## config.mk

```make
export PLATFORM = sky130hd
export DESIGN_NAME = bala_core
export DESIGN_NICKNAME = d
export VERILOG_FILES = /design/src/design/bala_pkg.sv /design/src/design/bala_core.sv
export VERILOG_INCLUDE_DIRS = /design/src /design/src/design
export SDC_FILE = /design/constraint.sdc
export NUM_CORES = 1
export LEC_CHECK = 0
export BUFFER_PORTS_ARGS = -buffer_cell sky130_fd_sc_hd__buf_2
export CAP_MARGIN = 20
export CORE_UTILIZATION = 30
export CTS_BUF_LIST = sky130_fd_sc_hd__clkbuf_8
export CTS_CLUSTER_DIAMETER = 150
export DETAILED_ROUTE_END_ITERATION = 7
export PLACE_DENSITY_LB_ADDON = 0.05
export SYNTH_ARGS = -nofsm -noshare
export SYNTH_HDL_FRONTEND = slang
export SYNTH_SLANG_ARGS = --single-unit
```

## constraint.sdc

```tcl
create_clock -name ref_clk -period 5.1 [get_ports ref_clk]
set_input_delay 1.02 -clock ref_clk [delete_from_list [all_inputs] [get_ports ref_clk]]
set_output_delay 1.02 -clock ref_clk [all_outputs]
set_load 0.005 [all_outputs]
```

## src/design/bala_params.svh

```systemverilog
// constants for the byte alu add and shift datapath
// Behaviour
// - pointer add sign-extends 6-bit literal onto selected 16-bit pair; flags untouched
// - pointer pair wraps modulo 2^16 past 0000h or FFFFh
// - add literal: W plus 8-bit literal into W, update C, DC, Z
// - add register: W plus file reg, dest bit picks W or file, C DC Z
// - add with carry: W plus file plus C, routed by dest, C DC Z
// - and literal: W AND literal into W, only Z changes
// - and register: W AND file, routed by dest, only Z changes
// - shift right: bits 7:1 to 6:0, bit 0 into C, update C, Z
// - shift keeps bit 7; result to W if dest 0, else file
// - window operand with pointer msb set costs one extra cycle
`ifndef BALA_PARAMS_SVH
`define BALA_PARAMS_SVH
`define BALA_OFS_WREG    12'h000
`define BALA_OFS_STATUS  12'h004
`define BALA_OFS_PTR0    12'h008
`define BALA_OFS_PTR1    12'h00C
`define BALA_BIT_C       0
`define BALA_BIT_DC      1
`define BALA_BIT_Z       2
`define BALA_RST_BYTE    8'h00
`define BALA_RST_PTR     16'h0000
`define BALA_RST_FLAGS   3'h0
`define BALA_WIN0_ADDR   7'h00
`define BALA_WIN1_ADDR   7'h01
`define BALA_LIT_SIGN    5
`define BALA_NIB_BITS    4
`endif

```

## src/design/bala_pkg.sv

```systemverilog
// types shared by the byte alu add and shift datapath
package bala_pkg;
    typedef enum logic [2:0] {
        no_op,
        pointer_pair_add_op,
        add_literal_op,
        add_register_op,
        add_with_carry_op,
        and_literal_op,
        and_register_op,
        arith_right_shift_op
    } bala_op_e;
    typedef enum logic {
        bala_run,
        bala_extra
    } bala_state_e;
endpackage

```

## src/design/bala_core.sv

```systemverilog
// byte alu datapath for add, and, shift and pointer-pair add operations
`timescale 1ns/100ps
`include "bala_params.svh"
module bala_core
    import bala_pkg::*;
#(
    parameter int DW = 8,
    parameter int PW = 16,
    parameter int AW = 7,
    parameter int LW = 6
) (
    // clock and reset
    input  wire logic           ref_clk,
    input  wire logic           sys_rst,
    // apb slave
    input  wire logic           psel,
    input  wire logic           penable,
    input  wire logic           pwrite,
    input  wire logic [11:0]    paddr,
    input  wire logic [31:0]    pwdata,
    output logic      [31:0]    prdata,
    output logic                pready,
    output logic                pslverr,
    // operation request from the decoder
    input  wire logic           op_valid,
    input  wire bala_op_e       op_code,
    input  wire logic [DW-1:0]  op_lit,
    input  wire logic           op_ptr_sel,
    input  wire logic [AW-1:0]  op_faddr,
    input  wire logic           op_dest,
    input  wire logic [DW-1:0]  f_rdata,
    output logic                op_ready,
    // file register write-back
    output logic                f_we,
    output logic      [AW-1:0]  f_waddr,
    output logic      [DW-1:0]  f_wdata,
    // visible state
    output logic      [DW-1:0]  w_out,
    output logic                carry_out,
    output logic                digit_carry_flag,
    output logic                zero_out,
    output logic      [PW-1:0]  ptr0_out,
    output logic      [PW-1:0]  ptr1_out
);

////////////////////////////////////////////////////////////////////////////
// state and helpers

logic [DW-1:0] w_reg;
logic [2:0]    flags_reg;
logic [PW-1:0] ptr0_reg;
logic [PW-1:0] ptr1_reg;
logic          f_we_reg;
logic [AW-1:0] f_waddr_reg;
logic [DW-1:0] f_wdata_reg;
bala_state_e   state_reg;
bala_state_e   state_next;

// sum with carry in; returns {carry, digit carry, sum}
function automatic logic [DW+1:0] add_bytes(
    input logic [DW-1:0] a,
    input logic [DW-1:0] b,
    input logic          cin
);
    logic [DW:0]            full;
    logic [`BALA_NIB_BITS:0] low;
    full = {1'b0, a} + {1'b0, b} + {{DW{1'b0}}, cin};
    low  = {1'b0, a[`BALA_NIB_BITS-1:0]} + {1'b0, b[`BALA_NIB_BITS-1:0]}
         + {{`BALA_NIB_BITS{1'b0}}, cin};
    return {full[DW], low[`BALA_NIB_BITS], full[DW-1:0]};
endfunction

////////////////////////////////////////////////////////////////////////////
// extra cycle for indirect window operands

logic file_op;
logic win_hit;
logic needs_extra;
logic exec;

// only register-form operations read a file operand
assign file_op = op_code inside {add_register_op, add_with_carry_op,
                                 and_register_op, arith_right_shift_op};
assign win_hit = ((op_faddr == `BALA_WIN0_ADDR) && ptr0_reg[PW-1]) ||
                 ((op_faddr == `BALA_WIN1_ADDR) && ptr1_reg[PW-1]);
assign needs_extra = op_valid && file_op && win_hit;
assign op_ready    = (state_reg == bala_extra) || !needs_extra;
assign exec        = op_valid && op_ready;

// one stall cycle, then the held request executes
always_comb begin
    state_next = state_reg;
    case (state_reg)
        bala_run:   state_next = needs_extra ? bala_extra : bala_run;
        bala_extra: state_next = op_valid ? bala_run : bala_extra;
        default:    state_next = bala_run;
    endcase
end

always_ff @(posedge ref_clk) begin
    if (sys_rst) begin
        state_reg <= bala_run;
    end else begin
        state_reg <= state_next;
    end
end

////////////////////////////////////////////////////////////////////////////
// result and flag computation

logic [DW-1:0] res;
logic          res_c;
logic          res_dc;
logic          upd_c;
logic          upd_dc;
logic          upd_z;
logic          to_w;
logic          to_f;
logic [DW+1:0] sum;
logic [PW-1:0] lit_ext;
logic [PW-1:0] ptr_sum;

// sign-extend the 6-bit literal; 16-bit add drops the carry, so it wraps
assign lit_ext = {{(PW-LW){op_lit[`BALA_LIT_SIGN]}}, op_lit[LW-1:0]};
assign ptr_sum = (op_ptr_sel ? ptr1_reg : ptr0_reg) + lit_ext;

always_comb begin
    res    = `BALA_RST_BYTE;
    res_c  = 1'b0;
    res_dc = 1'b0;
    upd_c  = 1'b0;
    upd_dc = 1'b0;
    upd_z  = 1'b0;
    to_w   = 1'b0;
    to_f   = 1'b0;
    sum    = '0;
    case (op_code)
        add_literal_op: begin
            sum = add_bytes(w_reg, op_lit, 1'b0);
            to_w = 1'b1;
        end
        add_register_op: begin
            sum = add_bytes(w_reg, f_rdata, 1'b0);
            to_w = !op_dest;
            to_f = op_dest;
        end
        add_with_carry_op: begin
            sum = add_bytes(w_reg, f_rdata, flags_reg[`BALA_BIT_C]);
            to_w = !op_dest;
            to_f = op_dest;
        end
        and_literal_op: begin
            res   = w_reg & op_lit;
            upd_z = 1'b1;
            to_w  = 1'b1;
        end
        and_register_op: begin
            res   = w_reg & f_rdata;
            upd_z = 1'b1;
            to_w  = !op_dest;
            to_f  = op_dest;
        end
        arith_right_shift_op: begin
            res   = {f_rdata[DW-1], f_rdata[DW-1:1]};
            res_c = f_rdata[0];
            upd_c = 1'b1;
            upd_z = 1'b1;
            to_w  = !op_dest;
            to_f  = op_dest;
        end
        default: ;
    endcase
    // the three adds share one adder path and update all flags
    if ((op_code == add_literal_op) || (op_code == add_register_op) ||
        (op_code == add_with_carry_op)) begin
        res    = sum[DW-1:0];
        res_c  = sum[DW+1];
        res_dc = sum[DW];
        upd_c  = 1'b1;
        upd_dc = 1'b1;
        upd_z  = 1'b1;
    end
end

////////////////////////////////////////////////////////////////////////////
// apb decode

logic apb_wr;
logic apb_hit;

assign apb_wr  = psel && penable && pwrite;
assign apb_hit = (paddr == `BALA_OFS_WREG) || (paddr == `BALA_OFS_STATUS) ||
                 (paddr == `BALA_OFS_PTR0) || (paddr == `BALA_OFS_PTR1);
assign pready  = 1'b1;
assign pslverr = psel && penable && !apb_hit;

always_comb begin
    prdata = 32'h0000_0000;
    if (paddr == `BALA_OFS_WREG) begin
        prdata = {{(32-DW){1'b0}}, w_reg};
    end else if (paddr == `BALA_OFS_STATUS) begin
        prdata = {29'h0000_0000, flags_reg};
    end else if (paddr == `BALA_OFS_PTR0) begin
        prdata = {{(32-PW){1'b0}}, ptr0_reg};
    end else if (paddr == `BALA_OFS_PTR1) begin
        prdata = {{(32-PW){1'b0}}, ptr1_reg};
    end
end

////////////////////////////////////////////////////////////////////////////
// architectural registers; an executing operation beats a bus write

// working register
always_ff @(posedge ref_clk) begin
    if (sys_rst) begin
        w_reg <= `BALA_RST_BYTE;
    end else if (exec && to_w) begin
        w_reg <= res;
    end else if (apb_wr && (paddr == `BALA_OFS_WREG)) begin
        w_reg <= pwdata[DW-1:0];
    end
end

// status flags, written by a bus write to the status offset, or each updated when its operation owns it
always_ff @(posedge ref_clk) begin
    if (sys_rst) begin
        flags_reg <= `BALA_RST_FLAGS;
    end else begin
        if (apb_wr && (paddr == `BALA_OFS_STATUS)) begin
            flags_reg <= pwdata[2:0];
        end
        if (exec && upd_c) begin
            flags_reg[`BALA_BIT_C] <= res_c;
        end
        if (exec && upd_dc) begin
            flags_reg[`BALA_BIT_DC] <= res_dc;
        end
        if (exec && upd_z) begin
            flags_reg[`BALA_BIT_Z] <= (res == `BALA_RST_BYTE);
        end
    end
end

// pointer pairs; flags are not touched by this path
always_ff @(posedge ref_clk) begin
    if (sys_rst) begin
        ptr0_reg <= `BALA_RST_PTR;
        ptr1_reg <= `BALA_RST_PTR;
    end else begin
        if (apb_wr && (paddr == `BALA_OFS_PTR0)) begin
            ptr0_reg <= pwdata[PW-1:0];
        end
        if (apb_wr && (paddr == `BALA_OFS_PTR1)) begin
            ptr1_reg <= pwdata[PW-1:0];
        end
        if (exec && (op_code == pointer_pair_add_op)) begin
            if (op_ptr_sel) begin
                ptr1_reg <= ptr_sum;
            end else begin
                ptr0_reg <= ptr_sum;
            end
        end
    end
end

// file write-back, registered so memory sees clean data a cycle later
always_ff @(posedge ref_clk) begin
    if (sys_rst) begin
        f_we_reg    <= 1'b0;
        f_waddr_reg <= '0;
        f_wdata_reg <= `BALA_RST_BYTE;
    end else begin
        f_we_reg <= exec && to_f;
        if (exec && to_f) begin
            f_waddr_reg <= op_faddr;
            f_wdata_reg <= res;
        end
    end
end

assign f_we             = f_we_reg;
assign f_waddr          = f_waddr_reg;
assign f_wdata          = f_wdata_reg;
assign w_out            = w_reg;
assign carry_out        = flags_reg[`BALA_BIT_C];
assign digit_carry_flag = flags_reg[`BALA_BIT_DC];
assign zero_out         = flags_reg[`BALA_BIT_Z];
assign ptr0_out         = ptr0_reg;
assign ptr1_out         = ptr1_reg;
endmodule // bala_core

```

# Yosys cells after proc, flatten, opt, wreduce, memory -nomap -nowiden
# Index checks and enable logic that the tools add are counted.
# classes
add_sub_neg,7
mul,0
div_mod_pow,0
magnitude_cmp,0
n_eq_ne,11
n_shift,0
muxes,33
bitwise_logic,3
n_reduce_logical,39
# ops
op,count
two-way mux 16 bit,11
one-hot mux 10 bit (3 select lines),1
"equality test 12 x 4 -> 1 bit, second input constant",2
two-way mux 8 bit,3
one-hot mux 8 bit (3 select lines),1
adder 8 x 8 -> 9 bit,2
logical AND 1 bit,18
adder 16 bit,1
bitwise AND 8 bit,2
two-way mux 1 bit,14
"equality test 12 x 3 -> 1 bit, second input constant",1
"equality test 3 bit, second input constant",4
logical NOT 12 bit,1
adder 4 x 4 -> 5 bit,2
adder 9 x 1 -> 9 bit,1
logical NOT 8 bit,1
nonzero test 2 bit,4
"equality test 7 x 1 -> 1 bit, second input constant",1
logical NOT 7 bit,1
logical OR 1 bit,7
"equality test 3 x 2 -> 1 bit, second input constant",2
adder 5 x 1 -> 5 bit,1
one-hot mux 1 bit (2 select lines),2
nonzero test 4 bit,1
other kinds (7),9
# totals
ff_bits,60
latchBits,0
ram_bits,0
rom_bits,0
in_bits,78
out_inout_bits,94
wordCells,103
mem_count,0

# Logic depth before layout (Yosys ltp)
# Gate-level depths: netlist of run 1.
# depth
ltp_word,9
depth_mapped,13

# Least setup slack after synthesis of run 1
# OpenSTA, ideal clock, no wires.
# synth_path
kind,input port to flip-flop
start,in op_ptr_sel
end,"reg ptr1_reg[15], in the netlist ptr1_out[15]"
setup_time_ns,0.086
arrival_time_ns,3.997
required_ns,5.014
slack_ns,1.018
path_stages,13
path_cell_list,buf_1 clkbuf_1 mux2i_1 inv_1 ha_1 a21o_1 a2111oi_4 a21oi_2 o311a_4 o41ai_4 xnor2_1 nor2_1 a211oi_1
# synth_via
elab_chain_len,4
# synth_lines
element,line,text
"start, declared",bala_core.sv:28,"input wire logic op_ptr_sel,"
two-way mux 16 bit,bala_core.sv:125,assign ptr_sum = (op_ptr_sel ? ptr1_reg : ptr0_reg) + lit_ext;
adder 16 bit,bala_core.sv:125,
two-way mux 16 bit (*),bala_core.sv:257,if (op_ptr_sel) begin
two-way mux 16 bit (*),bala_core.sv:256,if (exec && (op_code == pointer_pair_add_op)) begin
"end signal, assigned",bala_core.sv:248,ptr1_reg <= `BALA_RST_PTR;
"end signal, assigned",bala_core.sv:254,ptr1_reg <= pwdata[PW-1:0];
"end signal, assigned",bala_core.sv:258,ptr1_reg <= ptr_sum;
"end, declared",bala_core.sv:52,logic [PW-1:0] ptr1_reg;
# Mark *: on every way between the ends. The rest lies on a longest branch, timed or not.
# A chain may end at the register's enable or synchronous reset.

# Worst setup path after layout of run 1
# layout_path
start,in op_ptr_sel
end,"reg ptr1_reg[14], in the netlist ptr1_out[14]"
# Same word-level chain as after synthesis.

==> impl_results.md, run 1 <==
- First-pass GRT wire length: around 29 mm
- Cell Rows: 48
- Leakage power figure: approximately 2.7 nW
- CTS clk-pin slew, worst paths: 0.07 ns
- Peak supply drop: 0.111 mV
- GRT Resource Usage Total: between 20% and 30%
- CTS Buffer Depth: 2
- Commonest register cell after synthesis: dfxtp_1
- Critical Path RT: 5.35 ns
- Slowest-stage cell, CP: o41ai_1
- TritonCTS clock tree: built
- Net count reported at finish: 886
- Largest net degree at the start of global routing: 42
- Root Buffer: clkbuf_8
- Post-synth EDFFs: 0
- Top cells by count, synth: nor2_1, dfxtp_1, a211oi_1, a21oi_1, nand2_1
- Drt wl/cell: 18.0 um
- Setup_tns: 0 ns
- Most used cell along the critical path: o21ai_0
- Slew @ Worst Pin: 0.969 ns
- Worst rel slew slack: ~35%
- CP cell instances: buf_2 -> mux2_2 -> ha_1 -> inv_1 -> fa_1 -> nor2b_1 -> o21ai_0 -> a21boi_0 -> o31a_1 -> o41ai_1 -> o21ai_0 -> xor2_1 -> o21a_1
- Die Y-Extent: 135 um
- I/O pin total: 172
- Peak Freq: about 260 MHz
- Port Buf Inserts: 138
- Routed WL: 18.0 mm
- Area Overhead vs Synth: 18.7%
- Crit path time final: approximately 3.8 ns
- Combinational power share: 26.7%
- Remaining antenna violation count: 0
- Crit Path Class: in2reg
- PwrDens: 209 mW/mm2
- Number of buffers created by CTS: 9
- Detailed placement HPWL: 13.9 mm
- Post-route worst setup slack: 1.25 ns
- H-tree lvl count: 3
- Flops & latches, synth: 60
- Switching pwr: around 0.42 mW
- Hold Vio Cnt, Final: 0
- Synth unique cells: between 60 and 70
- Synth area leader: dfxtp_1
- Via density: 5.26
- Number of global-route vias before repair: about 5200
- # Post-CTS Setup Buffers: 0
- Status: finished clean
- First-pass iteration count of the detailed router: 5
- Final setup violating endpoints: 0
- Post_cts resized: 0
- Die W: 135 um
- DR vias: 5261
- Clock share of power: 34.6%
- Setup Skew: between 0.009 and 0.01 ns
- Sw frac: 32.3%
- Met2 Use GR: 34.3%
- Netlist Area Pre-Place: 0.00528 mm2
- Routing usage on met3: 3.94%
- Hold_ws: 0.455 ns
- Area of the die: 0.0181 mm2
- GR Util met1: 26.9%
- Synthesized instance count: approximately 660
- Internal power: roughly 0.89 mW
- Crit end category: flip-flop
- DRT iter0 DRCs: 355
- ANT cells: 0
- HP Class: reg2reg
- Synth area leaders: dfxtp_1, a211oi_1, ha_1, mux2i_1, nor2_1
- Pre-CTS WS: 0.892 ns
- Share of the synthesized area in the top cell type: roughly 23%
- Initial Util: 30.6%
- Share of layout cells above drive strength 1: 24.6%
- RSZ-0062 raised after global routing: no
- GP Congestion: 0.832
- Max Fanout on Critical Path: 17
- Pins Over Slew Limit: 0
- Reg power frac: 38.7%
- Clk sink count: 60
- CP Launch Type: input port
- Crit path DAT: 4.10 ns
- Seq/Total Area, Yosys: 22.7%
- Mean Syn Cell Area: ~8 um2
- Ys async rst share: 0%
- Yosys warning total: 0
- Hold-fix buffers at CTS: 0
- Initial antenna violation count: 0
- Most instantiated library cell after synthesis: nor2_1
- Busiest grt layer: met2
- Core area: between 0.015 and 0.02 mm2
- Skew-Pair Late Insertion Delay: around 0.35 ns
- CP peak stage delay: around 0.48 ns
- Max-cap viol count: 0
- Grt total ovfl: 0
- Final Cycle Share: 75.4%
- DRC viols: 0
==> cell usage in the layout, fill, tap and decap left out, drive strengths merged, types with 8 or more instances in the layout <==
| master | synthesis | routed |
|---|---|---|
| inv | 15 | 17 |
| dfxtp | 60 | 60 |
| a211oi | 56 | 56 |
| mux2i | 41 | 41 |
| nor3 | 9 | 9 |
| conb | 2 | 17 |
| mux2 | 16 | 16 |
| nor2b | 19 | 19 |
| ha | 33 | 33 |
| o21ai | 26 | 26 |
| and3 | 8 | 8 |
| xnor2 | 25 | 25 |
| clkbuf | 19 | 12 |
| a21oi | 52 | 52 |
| nand2 | 46 | 46 |
| buf | 36 | 145 |
| nor2 | 91 | 91 |
==> through the flow <==
stage | instances | utilization, % | cell area, um2 | power, mW
3_5_place_dp | 986 | 35.2 | 6070 | 0.866
5_1_grt | 1001 | 36.4 | 6270 | 1.40
2_1_floorplan | 671 | - | 5340 | 0.753
4_1_cts | 1001 | 36.4 | 6270 | 1.33
3_3_place_gp | 986 | 35.2 | 6070 | 0.863
6_report | 1001 | 36.4 | 6270 | 1.31
==> cells by family (layout without fill, tap and decap cells) <==
kind of cell             Yosys count  after routing  synth area share, %
other                              2             17                0.142
buffers and inverters             71            176                 6.87
AND/OR/NAND/NOR                  201            201                 17.9
adder cells (fa/ha/maj)           36             36                 8.95
multiplexers                      60             60                 12.5
XOR/XNOR                          32             32                 5.31
flip-flops                        60             60                 22.7
AO/OA/AOI/OAI                    194            194                 25.7
==> layout make-up <==
cell class                      count  area, um2
Inverter                           16       60.1
Clock buffer                       12        165
Fill cell                        1837      11000
Sequential cell                    60       1200
Clock inverter                      3       37.5
Timing Repair Buffer              145        743
Multi-Input combinational cell    540       3780
Tap cell                          225        282
==> worst max-delay path, delay by kind of cell <==
| family | cells | cell delay (ns) |
|---|---|---|
| fa+ha+maj | 2 | 0.41 |
| compound gates | 6 | 1.55 |
| mux | 1 | 0.39 |
| xor+xnor | 1 | 0.18 |
| simple gates | 1 | 0.05 |
| buf+inv | 2 | 0.47 |
==> power by group through the flow <==
stage	clock [mW]	combinational [mW]	sequential [mW]
global placement	0	0.346	0.517
floorplan	0	0.242	0.510
CTS	0.473	0.351	0.507
detailed placement	0	0.349	0.517
global route	0.498	0.390	0.509
finish	0.453	0.350	0.507
==> path summary, 6_finish.rpt <==
path / startpoint / endpoint / slack [ns] / depth (start not counted)
worst min register to register: f_waddr[4] / f_waddr[4] / 0.45 / 2
worst min-delay path: f_waddr[4] / f_waddr[4] / 0.45 / 2
worst max-delay path: op_ptr_sel / ptr1_out[14] / 1.25 / 13
worst max register to register: w_out[0] / f_wdata[7] / 2.03 / 10
==> metal layers <==
layer | share of wire [%] | vias up
li1 | - | 2599
met1 | 47 | 2497
met2 | 48 | 151
met3 | 4.7 | 14
met4 | 0.81 | 0
met5 | 0 | -
(Power assumes the default switching activity.)
==> inputs of run 2 (changes only) <==
--- a/config.mk
+++ b/config.mk
@@ -6,6 +6,7 @@
 export SDC_FILE = /design/constraint.sdc
 export NUM_CORES = 1
 export LEC_CHECK = 0
+export ABC_AREA = 1
 export BUFFER_PORTS_ARGS = -buffer_cell sky130_fd_sc_hd__buf_2
 export CAP_MARGIN = 20
 export CORE_UTILIZATION = 30
==> constraint.sdc (replaced) <==
create_clock -name ref_clk -period 4 [get_ports ref_clk]
set_input_delay 0.8 -clock ref_clk [delete_from_list [all_inputs] [get_ports ref_clk]]
set_output_delay 0.8 -clock ref_clk [all_outputs]
set_load 0.005 [all_outputs]
==> run 2 against run 1 <==
  * Die area grew 1.6%
  * Via count grew 12%
  * Count of clock-buffer cells in the layout shrank 3
  * Final cell count grew 24%
  * Highest routed layer unchanged
  * Sequential cell count is the same
  * Cell area grew 2.7%
  * Sequential power grew 27%
  * Core utilization grew 0.72 points
  * Worst hold slack gained 0.011 ns
  * Non-clock buffer count grew 5
  * Area after synthesis grew 1.6%
  * Clock skew grew 0.0066 ns
==> impl_results.md, run 2 <==
- Mean Syn Cell Area: 6.13 um2
- Peak supply drop: ~0.14 mV
- Initial antenna violation count: 0
- Synthesized instance count: about 900
- Netlist Area Pre-Place: 0.00537 mm2
- Ys async rst share: 0%
- Crit end category: output port
- Placed Cells: 1221
- DR vias: 5916
- Leakage power figure: 3.27 nW
- Commonest non-fill, non-tap cells in the layout: nand2_1, buf_2, inv_1
- PwrDens: 272 mW/mm2
- Area of the die: 0.0184 mm2
- CTS clk-pin slew, worst paths: 0.08 ns
- Met2 wire length: ~10 mm
- # Post-CTS Setup Buffers: 0
- Net count reported at finish: between 1000 and 1500
- Max-cap viol count: 0
- Setup Skew: 0.0158 ns
- Status: finished clean
- Drt wl/cell: approximately 16 um
- Root Buffer: clkbuf_8
- Share of layout cells above drive strength 1: approximately a fifth
- Final Cycle Share: 78.1%
- Post_cts resized: 0
- WHS Path Cells: 2
- Synth area leader: dfxtp_1
- Via density: between 4 and 5
- Crit path time final: 3.12 ns
- Commonest non-fill, non-tap cell in the layout: nand2_1
- Area Overhead vs Synth: 20.0%
- DRC viols: 0
- Setup_tns: 0 ns
- Critical Path RT: 3.20 ns
- Worst reg2reg setup slack: 1.17 ns
- Max Fanout on Critical Path: 10
- First-pass iteration count of the detailed router: 5
- Crit path DAT: 2.32 ns
- Grt total ovfl: 0
- RSZ-0062 raised after global routing: no
- ANT cells: 0
- HP Class: reg2reg
- Remaining antenna violation count: 0
- H-tree lvl count: 3
- DR WL met3: 820 um
- Non-filler cells, final: 1237
- Peak Freq: 320 MHz
- Max layer used: met4
- Share of the synthesized area in the top cell type: 22.4%
- Worst rel slew slack: between 30% and 40%
- I/O pin total: ~170
- CP Launch Type: input port
- Final setup violating endpoints: 0
- Commonest register cell after synthesis: dfxtp_1
- Synth unique cells: 44
- Hold-fix buffers at CTS: 0
- First-pass GRT wire length: 30.1 mm
- Number of buffers created by CTS: 9
- Hold Vio Cnt, Final: 0
- Critical R2R Launch: ptr0_out[0]
- TritonCTS clock tree: built
- R2R depth: 13
- Detailed placement HPWL: 15.6 mm
- Flops & latches, synth: 60
- Core area: 0.0174 mm2
- Met1 WL: 8.80 mm
- Top cells by count, synth: nand2_1, inv_1, o21ai_0, nor2_1, a21oi_1
- Cell Rows: 48
- Synth area leaders: dfxtp_1, nand2_1, o21ai_0, ha_1, inv_1
- Routed WL: 19.7 mm
- Hold path endpoint: f_waddr[3]
- Yosys warning total: 0
- Die W: 136 um
- Port Buf Inserts: 138
- GRT Resource Usage Total: 21.6%
- Skew-Pair Late Insertion Delay: roughly 0.38 ns
- Most instantiated library cell after synthesis: nand2_1
- Number of global-route vias before repair: about 5600
- GP Congestion: roughly 0.84
- Min-delay src: f_waddr[3]
- CTS Buffer Depth: 2
- Slew @ Worst Pin: about 0.95 ns
- Largest net degree at the start of global routing: 40
- DRT iter0 DRCs: 296
- Post-synth EDFFs: 0
- Seq/Total Area, Yosys: 22.4%
- Initial Util: approximately 31%
- Pins Over Slew Limit: 0
- Die Y-Extent: around 140 um
- Clk sink count: 60
- R2R Path End: ptr1_out[12]
- Crit Path Class: in2out
==> run 2: worst max-delay path: stages <==
cell and delay [ns]:
buf_2 0.09, nor2_1 0.20, inv_1 0.10, nor3_1 0.14, nand2_1 0.31, inv_1 0.17, nand2_1 0.06, a31o_2 0.24
o21ai_0 0.06, buf_2 0.16
==> run 2: power breakdown <==
part / switching [mW] / internal (mW) / total, mW
Clock: 0.303 / 0.355 / 0.657
Combinational: 0.288 / 0.158 / 0.447
Sequential: 0.0251 / 0.620 / 0.645
==> run 2: kinds of logic after synthesis <==
group / after synthesis / share of synthesized area, %
compound gates: 220 / 22.9
xor+xnor: 15 / 2.45
fa+ha+maj: 36 / 8.81
buf+inv: 158 / 12.9
flops: 60 / 22.4
mux: 2 / 0.420
other cells: 2 / 0.140
simple gates: 383 / 30.0
==> run 2: how the worst max path moves through the flow <==
| stage | start | end | slack, ns |
|---|---|---|---|
| floorplan | op_ptr_sel | ptr0_out[12] | 0.69 |
| global placement | op_ptr_sel | ptr1_out[12] | 0.55 |
| detailed placement | op_ptr_sel | ptr0_out[12] | 0.57 |
| CTS | paddr[1] | prdata[2] | 0.87 |
| global route | op_ptr_sel | ptr0_out[12] | 0.69 |
| finish | paddr[1] | prdata[2] | 0.88 |
==> run 2: layout make-up <==
class                      count  area (um2)
inverter                     113         424
clock inverter                 7        98.8
timing repair buffer         150         781
sequential                    60        1200
clock buffer                   9         124
multi-input combinational    673        3530
tap                          225         282
fill                        1949       10900
==> run 2: layer usage <==
layer	vias to the layer above	GRT usage (%)
li1	3134	-
met1	2659	26.6
met2	108	38.1
met3	15	4.45
met4	0	5.37
met5	-	0
==> run 2: through the flow <==
stage	power [mW]	utilization [%]	area, um2	hold slack, ns	setup slack [ns]
after global placement	1.11	35.8	6220	0.453	0.550
after global routing	1.86	37.1	6440	0.485	0.690
after detailed placement	1.11	35.8	6220	0.454	0.573
after floorplan	0.953	-	5420	0.444	0.686
final	1.75	37.1	6440	0.466	0.876
after CTS	1.77	37.1	6440	0.467	0.866
==> inputs of run 3 (changes only) <==
==> constraint.sdc (replaced) <==
create_clock -name ref_clk -period 2.6 [get_ports ref_clk]
set_input_delay 0.52 -clock ref_clk [delete_from_list [all_inputs] [get_ports ref_clk]]
set_output_delay 0.52 -clock ref_clk [all_outputs]
set_load 0.005 [all_outputs]
==> run 3 against run 2 <==
  * Non-clock buffer count rose by 76
  * Cell area up 11%
  * Worst hold slack worse by 0.058 ns
  * First-iteration DRC count grew 12%
  * Via count rose by 6.9%
  * Setup slack lost 0.79 ns
  * Final cell count rose by 6.1%
  * Global-route usage up 0.87 points
  * Largest power group is now sequential cells
==> impl_results.md, run 3 (synthesis gave the netlist of run 2 again) <==
- CP Launch Type: flip-flop
- Critical R2R Launch: w_out[0]
- Leakage power figure: 3.64 nW
- Port Buf Inserts: 138
- Die W: roughly 140 um
- Clk sink count: 60
- Net count reported at finish: 1197
- Commonest non-fill, non-tap cell in the layout: nand2_1
- H-tree lvl count: 3
- First-pass iteration count of the detailed router: 5
- I/O pin total: 172
- ANT cells: 0
- HP Class: in2reg
- CTS clk-pin slew, worst paths: around 0.090 ns
- Post-route worst setup slack: 0.0838 ns
- Final setup violating endpoints: 0
- Crit path time final: roughly 2.5 ns
- TritonCTS clock tree: built
- Initial antenna violation count: 0
- Final Cycle Share: 96.8%
- Max Fanout on Critical Path: 3
- Fin area: 0.00717 mm2
- Cell Rows: 48
- Crit path DAT: 2.78 ns
- Area Overhead vs Synth: 33.6%
- Initial Util: 30.9%
- Peak Freq: 397 MHz
- Crit end category: flip-flop
- Via density: 4.82
- PwrDens: 370 mW/mm2
- Share of layout cells above drive strength 1: 28.3%
- Pins Over Slew Limit: 0
- Skew-Pair Late Insertion Delay: 0.37 ns
- Crit Path Class: reg2reg
- Routed WL: between 20 and 25 mm
- Area of the die: between 0.015 and 0.02 mm2
- # Post-CTS Setup Buffers: 0
- Critical Path RT: 2.87 ns
- Non-filler cells, final: 1313
- Slew @ Worst Pin: 0.686 ns
- Setup_tns: 0 ns
- Critical path origin: w_out[0]
- Setup Skew: approximately 0.02 ns
- Commonest non-fill, non-tap cells in the layout: nand2_1, buf_2, inv_1
- Drt wl/cell: 15.7 um
- First-pass GRT wire length: 31.5 mm
- Cell area after placement: 0.00684 mm2
- RSZ-0062 raised after global routing: yes
- Worst rel slew slack: 54.0%
- DRC viols: 0
- Core area: 0.0174 mm2
- Largest net degree at the start of global routing: 31
- Total power: 2.65 mW
- Fill cells: 1970
- Number of global-route vias before repair: roughly 6000
- Hold Vio Cnt, Final: 0
- GP Congestion: between 0.8 and 0.9
- Pre-CTS WS: -0.294 ns
- Remaining antenna violation count: 0
- Die Y-Extent: 136 um
- DRT iter0 DRCs: 332
- Min-delay src: op_faddr[4]
- Max-cap viol count: 0
- Status: finished clean
- GRT Resource Usage Total: 22.5%
- Root Buffer: clkbuf_8
- Peak supply drop: between 0.2 and 0.25 mV
- Detailed placement HPWL: 16.5 mm
- Placed Cells: 1297
- CTS Buffer Depth: 2
- Number of buffers created by CTS: 9
- DR vias: 6327
- Grt total ovfl: 0
run 3: changes by cell type in the layout (fill, tap and decap cells not counted), sizes merged:
cell,change
clkbuf,+1
clkinv,+2
buf,+75
inv,-1
clkinvlp,+1
bufinv,-2
run 3: worst paths after layout:
check | endpoint | slack, ns | depth (start not counted)
min reg2reg | f_waddr[6] | 0.46 | 2
min | f_waddr[4] | 0.41 | 3
max | flags_reg[0] | 0.08 | 14
max reg2reg | flags_reg[0] | 0.08 | 14
run 3: power breakdown:
part | total, mW | internal [mW] | switching, mW
Sequential | 0.987 | 0.953 | 0.0336
Combinational | 0.861 | 0.358 | 0.503
Clock | 0.807 | 0.348 | 0.458
run 3: routing by layer:
layer  share of wire (%)  GRT usage [%]  wire length (um)
met5                   0              0                 0
met3                 5.0           3.52              1030
met4                 1.4           5.87               298
met2                  49           40.6             10200
met1                  44           27.5              9120
run 3: worst max-delay path: stages, from the launching register on:
cell      delay [ns]
dfxtp_4         0.36
ha_4            0.16
fa_2            0.61
ha_4            0.15
nand3_2         0.07
nand3b_1        0.22
nor2_2          0.17
nand3_2         0.09
buf_4           0.15
nor2_2          0.07
nand2_1         0.07
nand3_2         0.07
nand3_2         0.08
nand2_1         0.09
a21oi_2         0.05
run 3: repair_timing:
action,in CTS,in global routing
hold endpoints to repair,0,0
hold buffers,0,0
resized for setup,0,44
endpoints found under the setup margin,0,20
run 3: layout make-up:
cell class              count  area, um2  area share, %
multi-input cells         673       3680           51.4
repair buffers            226       1400           19.6
flip-flops and latches     60       1200           16.8
inverters                 113        424           5.91
well taps                 225        282           3.93
clock buffers               9        124           1.73
clock inverters             7       51.3          0.715
run 3: metrics by stage:
step	hold slack (ns)	utilization (%)
floorplan	0.444	-
global placement	0.451	39.4
detailed placement	0.457	39.4
CTS	0.395	40.4
global route	0.399	41.3
finish	0.408	41.3
